===== src/status_regs.svh =====
// Constants of the status reporting and single self-test block.
// Assumes inclusion by the package and by the block; definitions only.
//
// Overview of operation
// - Calibrating condition bit 0 while calibration pending.
// - Condition query returns 16 bits, no side effect.
// - Command reset clears conditions; clear/preset do not.
// - Status bit 7 ORs masked operation events.
// - Operation mask query returns stored mask.
// - Operation event query returns then clears bits.
// - Clear-status clears operation events; reset keeps them.
// - Preset zeroes masks, keeps conditions and events.
// - Questionable condition query always returns zero.
// - Questionable bit 8 calibration, bit 9 ignored trigger.
// - Status bit 3 ORs masked questionable events.
// - Enabled bit 3 raises request bit 6, service request.
// - Uncalibrated mode or failed test sets bit 8.
// - Questionable event query returns then clears bits.
// - Clear-status clears questionable events; reset keeps them.
// - Error query pops entry or zero; clear empties queue.
// - Version query reports year and revision.
// - Single self-test numbered 1 to 75, 16-bit result.
// - After self-test all outputs disabled at zero.
// - Self-test refused with error while armed.
// - Pass returns zero; failure packs number and details.
`ifndef STATUS_REGS_SVH
`define STATUS_REGS_SVH

`define OPER_CAL_BIT 0
`define QUES_CAL_BIT 8
`define QUES_TRIG_BIT 9
`define STB_ERR_BIT 2
`define STB_QUES_BIT 3
`define STB_RQS_BIT 6
`define STB_OPER_BIT 7
`define MASK_RESET 16'h0000
`define SRE_RESET 8'h00
`define TEST_FIRST 16'h0001
`define TEST_LAST 16'h004b
`define ERRQ_DEPTH 8
`define ERRQ_FULL 4'h8
`define ERR_NONE 16'h0000
`define ERR_SETTINGS_CONFLICT 16'hff23
`define ERR_OUT_OF_RANGE 16'hff22
`define ERR_QUEUE_OVERFLOW 16'hfea2

`endif


===== src/status_pkg.sv =====
// Types of the status reporting and single self-test block.
// Assumes the constants header is on the include path.
`include "status_regs.svh"

package status_pkg;

   typedef enum logic [3:0] {
      CMD_OPER_COND_Q,
      CMD_OPER_ENAB_W,
      CMD_OPER_ENAB_Q,
      CMD_OPER_EVENT_Q,
      CMD_QUES_COND_Q,
      CMD_QUES_ENAB_W,
      CMD_QUES_ENAB_Q,
      CMD_QUES_EVENT_Q,
      CMD_PRESET,
      CMD_CLEAR_STATUS,
      CMD_RESET,
      CMD_ERROR_Q,
      CMD_VERSION_Q,
      CMD_TEST_Q,
      CMD_SRE_W,
      CMD_STB_Q
   } cmd_t;

   typedef enum logic {ST_IDLE, ST_TESTING} test_state_t;

   typedef struct packed {
      test_state_t state;
      logic cal_busy;
      logic [15:0] oper_event;
      logic [15:0] oper_mask;
      logic [15:0] ques_event;
      logic [15:0] ques_mask;
      logic [7:0] sre_mask;
      logic [`ERRQ_DEPTH-1:0][15:0] errq;
      logic [3:0] err_count;
      logic cmd_ready;
      logic resp_valid;
      logic resp_error;
      logic [15:0] resp_data;
      logic [15:0] resp_aux;
      logic test_start;
      logic [7:0] test_number;
      logic outputs_off;
      logic [7:0] stb;
   } state_t;

endpackage : status_pkg


===== src/scpi_status_and_selftest.sv =====
// Status groups, error queue, version report and single self-test sequencer.
// Assumes all inputs come from logic on ref_clk_in; the test engine answers
// each test_start_out with exactly one test_done_in pulse.
`timescale 1ns/10ps
`default_nettype none
`include "status_regs.svh"

module scpi_status_and_selftest #(
   parameter logic [15:0] VERSION_YEAR = 16'h07d0, // Arbitrary default, set per build.
   parameter logic [15:0] VERSION_REV = 16'h0000 // Arbitrary default, set per build.
) (
   input wire logic ref_clk_in, // 25 MHz clock.
   input wire logic reset_in, // Synchronous reset, active high.
   input wire logic cmd_valid_in, // Command present.
   input wire status_pkg::cmd_t cmd_code_in, // Command code.
   input wire logic [15:0] cmd_data_in, // Mask, mask or test number.
   input wire logic cal_config_in, // Calibration configure accepted.
   input wire logic cal_done_in, // Matching calibration measurement done.
   input wire logic uncal_mode_in, // Channel set to uncalibrated mode.
   input wire logic cal_test_fail_in, // Channel failed calibration test.
   input wire logic trig_ignored_in, // Trigger was ignored.
   input wire logic armed_in, // Waiting for trigger.
   input wire logic err_push_in, // Error from elsewhere to queue.
   input wire logic [15:0] err_code_in, // Its error number.
   input wire logic test_done_in, // Self-test engine finished.
   input wire logic test_pass_in, // Test passed.
   input wire logic [3:0] wide_address_detail_in, // Failure address detail.
   input wire logic [3:0] test_info_in, // Failure detail.
   output logic cmd_ready_out, // Command can be taken.
   output logic resp_valid_out, // Answer pulse.
   output logic resp_error_out, // Command refused.
   output logic [15:0] resp_data_out, // Answer word.
   output logic [15:0] resp_aux_out, // Version revision.
   output logic [7:0] stb_out, // Status byte.
   output logic srq_out, // Service request.
   output logic test_start_out, // Start pulse to test engine.
   output logic [7:0] test_number_out, // Test to run.
   output logic outputs_off_out // Disable all outputs at zero.
);
   import status_pkg::*;

   state_t st;
   state_t nx;
   logic take;
   logic [15:0] oper_sel;
   logic [15:0] ques_sel;

   assign take = cmd_valid_in & st.cmd_ready;
   assign oper_sel = st.oper_event & st.oper_mask;
   assign ques_sel = st.ques_event & st.ques_mask;

   always_comb begin
      logic [3:0] cnt;
      logic [1:0] pv;
      logic [1:0][15:0] pc;
      logic [7:0] sum;
      cnt = st.err_count;
      pv = {err_push_in, 1'b0};
      pc = {err_code_in, `ERR_NONE};
      sum = 8'h00;
      nx = st;
      nx.resp_valid = 1'b0;
      nx.resp_error = 1'b0;
      nx.test_start = 1'b0;
      nx.outputs_off = 1'b0;
      if (take && cmd_code_in == CMD_RESET) begin
         nx.cal_busy = 1'b0;
      end
      if (cal_done_in) begin
         nx.cal_busy = 1'b0;
      end
      if (cal_config_in) begin
         nx.cal_busy = 1'b1;
      end
      if (take) begin
         nx.resp_valid = 1'b1;
         nx.resp_data = 16'h0000;
         nx.resp_aux = 16'h0000;
         unique case (cmd_code_in)
            CMD_OPER_COND_Q: nx.resp_data = {15'h0000, st.cal_busy};
            CMD_OPER_ENAB_W: nx.oper_mask = cmd_data_in;
            CMD_OPER_ENAB_Q: nx.resp_data = st.oper_mask;
            CMD_OPER_EVENT_Q: begin
               nx.resp_data = st.oper_event;
               nx.oper_event = 16'h0000;
            end
            CMD_QUES_COND_Q: nx.resp_data = 16'h0000;
            CMD_QUES_ENAB_W: nx.ques_mask = cmd_data_in;
            CMD_QUES_ENAB_Q: nx.resp_data = st.ques_mask;
            CMD_QUES_EVENT_Q: begin
               nx.resp_data = st.ques_event;
               nx.ques_event = 16'h0000;
            end
            CMD_PRESET: begin
               nx.oper_mask = `MASK_RESET;
               nx.ques_mask = `MASK_RESET;
            end
            CMD_CLEAR_STATUS: begin
               nx.oper_event = 16'h0000;
               nx.ques_event = 16'h0000;
               cnt = 4'h0;
            end
            CMD_RESET: nx.resp_data = 16'h0000;
            CMD_ERROR_Q: begin
               if (st.err_count != 4'h0) begin
                  nx.resp_data = st.errq[0];
                  cnt = st.err_count - 4'h1;
               end else begin
                  nx.resp_data = `ERR_NONE;
               end
            end
            CMD_VERSION_Q: begin
               nx.resp_data = VERSION_YEAR;
               nx.resp_aux = VERSION_REV;
            end
            CMD_TEST_Q: begin
               if (armed_in) begin
                  nx.resp_error = 1'b1;
                  pv[0] = 1'b1;
                  pc[0] = `ERR_SETTINGS_CONFLICT;
               end else if (cmd_data_in < `TEST_FIRST || cmd_data_in > `TEST_LAST) begin
                  nx.resp_error = 1'b1;
                  pv[0] = 1'b1;
                  pc[0] = `ERR_OUT_OF_RANGE;
               end else begin
                  nx.resp_valid = 1'b0;
                  nx.state = ST_TESTING;
                  nx.cmd_ready = 1'b0;
                  nx.test_start = 1'b1;
                  nx.test_number = cmd_data_in[7:0];
               end
            end
            CMD_SRE_W: nx.sre_mask = cmd_data_in[7:0] & ~(8'h01 << `STB_RQS_BIT);
            CMD_STB_Q: nx.resp_data = {8'h00, st.stb};
         endcase
      end
      unique case (st.state)
         ST_IDLE: nx.cmd_ready = nx.state == ST_IDLE;
         ST_TESTING: begin
            if (test_done_in) begin
               nx.state = ST_IDLE;
               nx.cmd_ready = 1'b1;
               nx.resp_valid = 1'b1;
               nx.resp_aux = 16'h0000;
               nx.outputs_off = 1'b1;
               if (test_pass_in) begin
                  nx.resp_data = 16'h0000;
               end else begin
                  nx.resp_data = {st.test_number, wide_address_detail_in, test_info_in};
               end
            end
         end
      endcase
      // Sources are applied after read and clear so an event is never lost.
      if (nx.cal_busy) begin
         nx.oper_event[`OPER_CAL_BIT] = 1'b1;
      end
      if (uncal_mode_in || cal_test_fail_in) begin
         nx.ques_event[`QUES_CAL_BIT] = 1'b1;
      end
      if (trig_ignored_in) begin
         nx.ques_event[`QUES_TRIG_BIT] = 1'b1;
      end
      if (take && cmd_code_in == CMD_ERROR_Q && st.err_count != 4'h0) begin
         for (int i = 0; i < `ERRQ_DEPTH - 1; i++) begin
            nx.errq[i] = st.errq[i + 1];
         end
         nx.errq[`ERRQ_DEPTH-1] = `ERR_NONE;
      end
      for (int k = 0; k < 2; k++) begin
         if (pv[k]) begin
            if (cnt == `ERRQ_FULL) begin
               nx.errq[`ERRQ_DEPTH-1] = `ERR_QUEUE_OVERFLOW;
            end else begin
               nx.errq[cnt[2:0]] = pc[k];
               cnt = cnt + 4'h1;
            end
         end
      end
      nx.err_count = cnt;
      sum[`STB_OPER_BIT] = |oper_sel;
      sum[`STB_QUES_BIT] = |ques_sel;
      sum[`STB_ERR_BIT] = st.err_count != 4'h0;
      sum[`STB_RQS_BIT] = |(sum & st.sre_mask);
      nx.stb = sum;
   end

   always_ff @(posedge ref_clk_in) begin
      if (reset_in) begin
         st <= '0;
         st.state <= ST_IDLE;
         st.oper_mask <= `MASK_RESET;
         st.ques_mask <= `MASK_RESET;
         st.sre_mask <= `SRE_RESET;
         st.cmd_ready <= 1'b1;
      end else begin
         st <= nx;
      end
   end

   assign cmd_ready_out = st.cmd_ready;
   assign resp_valid_out = st.resp_valid;
   assign resp_error_out = st.resp_error;
   assign resp_data_out = st.resp_data;
   assign resp_aux_out = st.resp_aux;
   assign stb_out = st.stb;
   assign srq_out = st.stb[`STB_RQS_BIT];
   assign test_start_out = st.test_start;
   assign test_number_out = st.test_number;
   assign outputs_off_out = st.outputs_off;
endmodule : scpi_status_and_selftest
`default_nettype wire


===== config.mk =====
export PLATFORM = sky130hd
export DESIGN_NAME = scpi_status_and_selftest
export DESIGN_NICKNAME = d
export VERILOG_FILES = /design/src/status_pkg.sv /design/src/scpi_status_and_selftest.sv
export VERILOG_INCLUDE_DIRS = /design/src
export SDC_FILE = /design/constraint.sdc
export NUM_CORES = 1
export LEC_CHECK = 0
export BUFFER_PORTS_ARGS = -buffer_cell sky130_fd_sc_hd__clkbuf_2
export CORE_ASPECT_RATIO = 1.5
export CORE_MARGIN = 5
export CORE_UTILIZATION = 50
export CTS_BUF_LIST = sky130_fd_sc_hd__clkbuf_8
export CTS_CLUSTER_DIAMETER = 30
export DETAILED_ROUTE_END_ITERATION = 10
export PLACE_DENSITY_LB_ADDON = 0.2
export SYNTH_ARGS = -nofsm -noshare
export SYNTH_HDL_FRONTEND = slang
export SYNTH_SLANG_ARGS = --single-unit

===== constraint.sdc =====
create_clock -name ref_clk_in -period 4.8 [get_ports ref_clk_in]
set_input_delay 0.48 -clock ref_clk_in [delete_from_list [all_inputs] [get_ports ref_clk_in]]
set_output_delay 0.48 -clock ref_clk_in [all_outputs]
set_load 0.05 [all_outputs]

Word level (Yosys, flattened, before mapping). Index checks and enable logic that the tools add are counted.

Register bits: 229. Logic and storage cells: 161.

Magnitude comparators: 6. Reductions and logical operators: 33. Multiplexer cells: 62. Bitwise logic cells: 10. Equal/unequal tests: 20. $add $sub $neg: 3.

Operators with widths (number): 2-to-1 mux 128 bit (3); bitwise mux 128 bit (2); 2-to-1 mux 112 bit (2); 2-to-1 mux 16 bit (10); case mux 16 bit (8 select lines) (1); demux 16 bit (select 3 bit) (2); 2-to-1 mux 32 bit (2); case mux 16 bit (2 select lines) (2); 2-to-1 mux 57 bit (1); 2-to-1 mux 44 bit (1); equality test 4 bit (second input constant) (10); OR reduction 16 bit (2); 2-to-1 mux 9 bit (3); 2-to-1 mux 4 bit (6); 2-to-1 mux 1 bit (19); AND 1 x 16 -> 16 bit (1); AND 10 x 16 -> 16 bit (1); greater-than comparator 16 x 7 -> 1 bit (second input constant) (1); less-than comparator 16 x 1 -> 1 bit (second input constant) (1); nonzero test 2 bit (8); equality test 4 x 3 -> 1 bit (second input constant) (3); AND reduction 2 bit (6); 2-to-1 mux 10 bit (1); adder 4 x 1 -> 4 bit (second input constant) (2); 24 further kinds (44).

Logic depth before layout (Yosys ltp).
Depth after elaboration: 14. Depth in mapped cells: 15.

Least setup slack after synthesis. Ideal clock, no wire load.

Path type: reg2reg. Start: reg st, in the netlist cmd_ready_out. End: reg st[175] in the netlist's numbering. Cell stages (with the launch flop): 13. Arrival time: 3311 ps. Setup slack: 1371 ps. Cell sequence: dfxtp_1 -> nand3_2 -> a211o_1 -> mux2i_4 -> ha_1 -> and3b_1 -> nand2_1 -> a41o_1 -> buf_6 -> nor3_1 -> a211oi_2 -> buf_6 -> a32o_1.

Longest elaborated chain between the ends: 12. Elaborated cells on any way between the ends: 28.

Ends and longest elaborated chain: from (decl) (line scpi_status_and_selftest.sv:42) `state_t st;`; from (signal assigned) (line scpi_status_and_selftest.sv:197) `st <= nx;`; AND 1 bit * (line scpi_status_and_selftest.sv:48) `assign take = cmd_valid_in & st.cmd_ready;`; 2-to-1 mux 4 bit (line scpi_status_and_selftest.sv:75) `if (take) begin`; adder 4 x 1 -> 4 bit, or another cell as far along (line scpi_status_and_selftest.sv:176) `cnt = cnt + 4'h1;`; 2-to-1 mux 4 bit / logical AND 1 bit (equally long branches) (line scpi_status_and_selftest.sv:172, scpi_status_and_selftest.sv:175); 2-to-1 mux 4 bit / 2-to-1 mux 16 bit (equally long branches) (line scpi_status_and_selftest.sv:171, scpi_status_and_selftest.sv:175); less-than comparator 3 x 4 -> 1 bit (not written as such), or another cell as far along (line scpi_status_and_selftest.sv:175) `nx.errq[cnt[2:0]] = pc[k];`; logical AND 1 bit (not written as such) / bitwise mux 128 bit (equally long branches) (line scpi_status_and_selftest.sv:175); 2-to-1 mux 16 bit, on equally long branches (line scpi_status_and_selftest.sv:175, scpi_status_and_selftest.sv:172); demux 16 bit (select 3 bit) / 2-to-1 mux 128 bit (equally long branches) (line scpi_status_and_selftest.sv:175, scpi_status_and_selftest.sv:171); bitwise mux 128 bit (line scpi_status_and_selftest.sv:175); 2-to-1 mux 16 bit (line scpi_status_and_selftest.sv:172) `` if (cnt == `ERRQ_FULL) begin ``; 2-to-1 mux 128 bit * (line scpi_status_and_selftest.sv:171) `if (pv[k]) begin`.

Mark *: on every way between the ends. The rest lies on a longest branch, timed or not. A chain may end at the register's enable or synchronous reset.

Final worst setup path.
Start: reg st[53] in the netlist's numbering. End: reg st[175] in the netlist's numbering.

Longest elaborated chain between the ends: 14. Elaborated cells on any way between the ends: 28.

Ends and longest elaborated chain: subtractor 4 x 1 -> 4 bit / nonzero test 4 bit (equally long branches) (line scpi_status_and_selftest.sv:107, scpi_status_and_selftest.sv:105, scpi_status_and_selftest.sv:164); 2-to-1 mux 4 bit (line scpi_status_and_selftest.sv:105) `if (st.err_count != 4'h0) begin`; case mux 4 bit (2 select lines) (line scpi_status_and_selftest.sv:79) `unique case (cmd_code_in)`; 2-to-1 mux 4 bit (line scpi_status_and_selftest.sv:75); adder 4 x 1 -> 4 bit, or another cell as far along (line scpi_status_and_selftest.sv:176); 2-to-1 mux 4 bit / logical AND 1 bit (equally long branches) (line scpi_status_and_selftest.sv:172, scpi_status_and_selftest.sv:175); 2-to-1 mux 4 bit / 2-to-1 mux 16 bit (equally long branches) (line scpi_status_and_selftest.sv:171, scpi_status_and_selftest.sv:175); less-than comparator 3 x 4 -> 1 bit (not written as such), or another cell as far along (line scpi_status_and_selftest.sv:175); logical AND 1 bit (not written as such) / bitwise mux 128 bit (equally long branches) (line scpi_status_and_selftest.sv:175); 2-to-1 mux 16 bit, on equally long branches (line scpi_status_and_selftest.sv:175, scpi_status_and_selftest.sv:172); demux 16 bit (select 3 bit) / 2-to-1 mux 128 bit (equally long branches) (line scpi_status_and_selftest.sv:175, scpi_status_and_selftest.sv:171); bitwise mux 128 bit (line scpi_status_and_selftest.sv:175); 2-to-1 mux 16 bit (line scpi_status_and_selftest.sv:172); 2-to-1 mux 128 bit * (line scpi_status_and_selftest.sv:171).

Marks and branches as above.

==> flow_metrics.py <==
metrics = {
    "logic_synthesis": {
        "synthMostInstantiatedCell": "dfxtp_1",
        "yosys_warnings": 0,
        "synthFlopType": "dfxtp_1",
        "netlist_instances": 1303,
        "synthArstFlopShare": 0,
        "synthTopCellsByCount": "dfxtp_1 (221), nand2_1 (200), nor2_1 (125)",
        "synth_edf_count": 0,
        "ys_types": 74,
        "synth_seq_area_share": 0.409,
        "syn_avg_cell_area_um2": 8.31,
        "yosys.area.top_type_share": 0.409,
        "synth.largest_area_cell": "dfxtp_1",
        "ys_top_cells_by_area": "dfxtp_1 (41%), mux2i_1 (7.8%), nand2_1 (6.9%)",
        "syn_area_um2": 10800,
        "synth_seq_cells": 221,
    },
    "global_routing": {
        "grt_max_degree": 79,
        "grt_pass1_wl_um": 48900,
        "antenna_found_initial": 0,
        "grt-ovfl-total": 0,
        "grtUsageTotal": 0.242,
        "first_global_vias": 9089,
    },
    "power": {
        "seq_power_share": 0.482,
        "pwr_density_cell_nw_per_um2": 336,
        "power.clock.fraction": 0.432,
        "pwr-share-comb": 0.086,
        "max-vdd-ir-drop_mv": 0.188,
        "switching_share": 0.264,
        "intPower_mw": 2.93,
        "switchingPower_mw": 1.05,
        "leakagePower_nw": 4.90,
    },
    "detailed_routing": {
        "postRouteAntennaNets": 0,
        "drtPass1Iterations": 6,
        "drt_iter0_markers": 622,
        "drc_errors": 0,
        "drt_wl_total_um": 30500,
        "wl_per_cell_um": 18.9,
        "vias": 9527,
        "viasPerCell": 5.91,
    },
    "sta": {
        "setup_viol": 0,
        "rsz0062_at_grt": "false",
        "layout_setup_ws_ps": 901,
        "clock_skew_ps": 15.8,
        "min_period_over_period": 0.812,
        "tightest_slew_ps": 1210,
        "hold_viol_final": 0,
        "tns_ps": 0,
        "fin_crit_ps": 3900,
        "maxSlewHeadroom": 0.195,
        "fmax_mhz": 256,
        "drv_slew": 0,
    },
    "hold_path": {
        "worstHoldPathType": "input port to flip-flop",
    },
    "layout": {
        "fillers": 2034,
        "postLayoutCellArea_um2": 11800,
        "fin_nets": 1372,
        "antenna_cells": 0,
        "areaGrowthSynthToFinish_pct": 9.27,
        "final_layout_size_suffix_gt1_frac": 0.163,
    },
    "critical_path": {
        "cpMostUsedCell": "ha_1",
        "cp-end-kind": "flip-flop",
        "crit_required_ps": 5200,
        "cp.arrival_ps": 4300,
        "path_cells": "inv_1 -> ha_1 -> nor3b_1 -> a211o_1 -> mux2i_4 -> ha_1 -> and3b_1 -> nand2_1 -> a41oi_4 -> nor3_4 -> a211oi_2 -> buf_4 -> a32o_1",
        "crit_path_max_fanout": 13,
        "cp_slowest_stage_delay_ps": 630,
        "worstSetupPathType": "flip-flop to flip-flop",
        "cp-start-kind": "flip-flop",
        "slowest_stage": "nor3_4",
    },
    "floorplan": {
        "row_count": 66,
        "die_x_um": 130,
        "fp.dieH_um": 190,
        "core-area_um2": 21600,
        "pin_count": 110,
        "initial_core_util": 0.502,
        "die_area_um2": 24800,
    },
    "clock_network": {
        "cts_max_path_buffers": 3,
        "htree_levels": 2,
        "ctsHoldBuffers": 0,
        "cts_resized": 0,
        "cts.sinks": 221,
        "cts-root-buf": "clkbuf_8",
        "cts_tree": "yes",
        "clkTransAtPathRegs_ps": 70,
        "numCtsBuffers": 37,
        "postCtsSetupBuffers": 0,
        "clk_latency_ps": 520,
    },
    "place": {
        "post-place-ws_ps": 783,
        "dpl-instance-area_um2": 11100,
        "io_buffers": 105,
        "post-dp-hpwl_um": 21000,
        "gp_routability_congestion": 0.927,
    },
    "status": {
        "run_status": "finished clean",
    },
    "run": {
        "maxCapViolCount": 0,
    },
}
==> worst paths after layout <==
| check | startpoint | endpoint | slack [ps] | cells past startpoint |
|---|---|---|---|---|
| setup / recovery | st[53] | st[175] | 900 | 13 |
| hold / removal | cal_test_fail_in | st[217] | 180 | 3 |
| setup reg to reg | st[53] | st[175] | 900 | 13 |
| hold reg to reg | st[237] | st[237] | 450 | 2 |
==> layer usage <==
layer	share of wire	up-vias	wire, um	GRT usage
li1	-	4601	-	-
met1	0.40	4552	12300	0.288
met2	0.52	303	15800	0.434
met3	0.049	71	1480	0.0350
met4	0.032	0	962	0.0924
met5	0	-	0	0
==> registers in the layout, indices dropped and copies added (netlist names) <==
register	cells
stb_out	4
resp_data_out	16
outputs_off_out	1
test_number_out	8
resp_aux_out	16
resp_valid_out	1
resp_error_out	1
st	172
test_start_out	1
cmd_ready_out	1
==> metrics by stage <==
stage          std cells  hold WS [ps]  power, mW   util
2_1_floorplan       1306           431       2.18      -
3_3_place_gp        1546           439       2.29  0.514
3_5_place_dp        1546           443       2.29  0.514
4_1_cts             1611           159       4.01  0.549
5_1_grt             1611           161       4.13  0.549
6_report            1611           175       3.97  0.549
==> kinds of logic after synthesis <==
family / after synthesis / synth area share
fa+ha+maj: 3 / 0.00347
mux: 92 / 0.0870
buf+inv: 178 / 0.0831
other cells: 1 / 0.000346
xor+xnor: 5 / 0.00543
flops: 221 / 0.409
simple gates: 520 / 0.224
compound gates: 283 / 0.188
==> layout by cell type (no fill, tap or decap), drive strengths merged, types with 3 or more instances in the layout <==
master,synthesis,routed
o41ai,7,7
clkinvlp,0,4
nor2b,5,5
a22oi,12,12
a211oi,5,5
xnor2,5,5
a311oi,60,60
nor2,125,125
inv,19,31
nor3,17,17
clkinv,1,5
dfxtp,221,221
nor3b,19,19
nand2b,19,19
mux2i,85,85
ha,3,3
nand2,200,200
or4,3,3
a221oi,25,25
and3,4,4
a211o,5,5
nor4,7,7
a32o,4,4
conb,1,4
nand3,90,90
buf,78,22
a22o,4,4
o21ai,20,20
and2,22,22
a21o,7,7
o211ai,7,7
clkbuf,80,147
mux2,7,7
a21oi,107,107
==> power by group through the flow <==
stage	registers (mW)	logic, mW	clock network, mW
after floorplan	1.94	0.242	0
after global routing	1.92	0.374	1.84
after CTS	1.91	0.341	1.75
final	1.92	0.342	1.72
after detailed placement	1.96	0.340	0
after global placement	1.95	0.336	0
==> worst max-delay path, delay by kind of cell, from the launching register on <==
family / cells / cell delay, ps
AND/OR/NAND/NOR: 4 / 1690
buffers and inverters: 2 / 290
adder cells (fa/ha/maj): 2 / 440
multiplexers: 1 / 120
AO/OA/AOI/OAI: 4 / 890
flip-flops: 1 / 350
==> area by class of cell <==
type	instances	area, um^2	share of cell area
clock buffers	43	592	0.0500
flip-flops and latches	221	4420	0.374
clock inverters	22	165	0.0140
multi-input cells	907	5550	0.469
repair buffers	126	689	0.0583
inverters	20	75.1	0.00634
well taps	272	340	0.0288
Note: power is estimated with default switching activity, not from simulation.
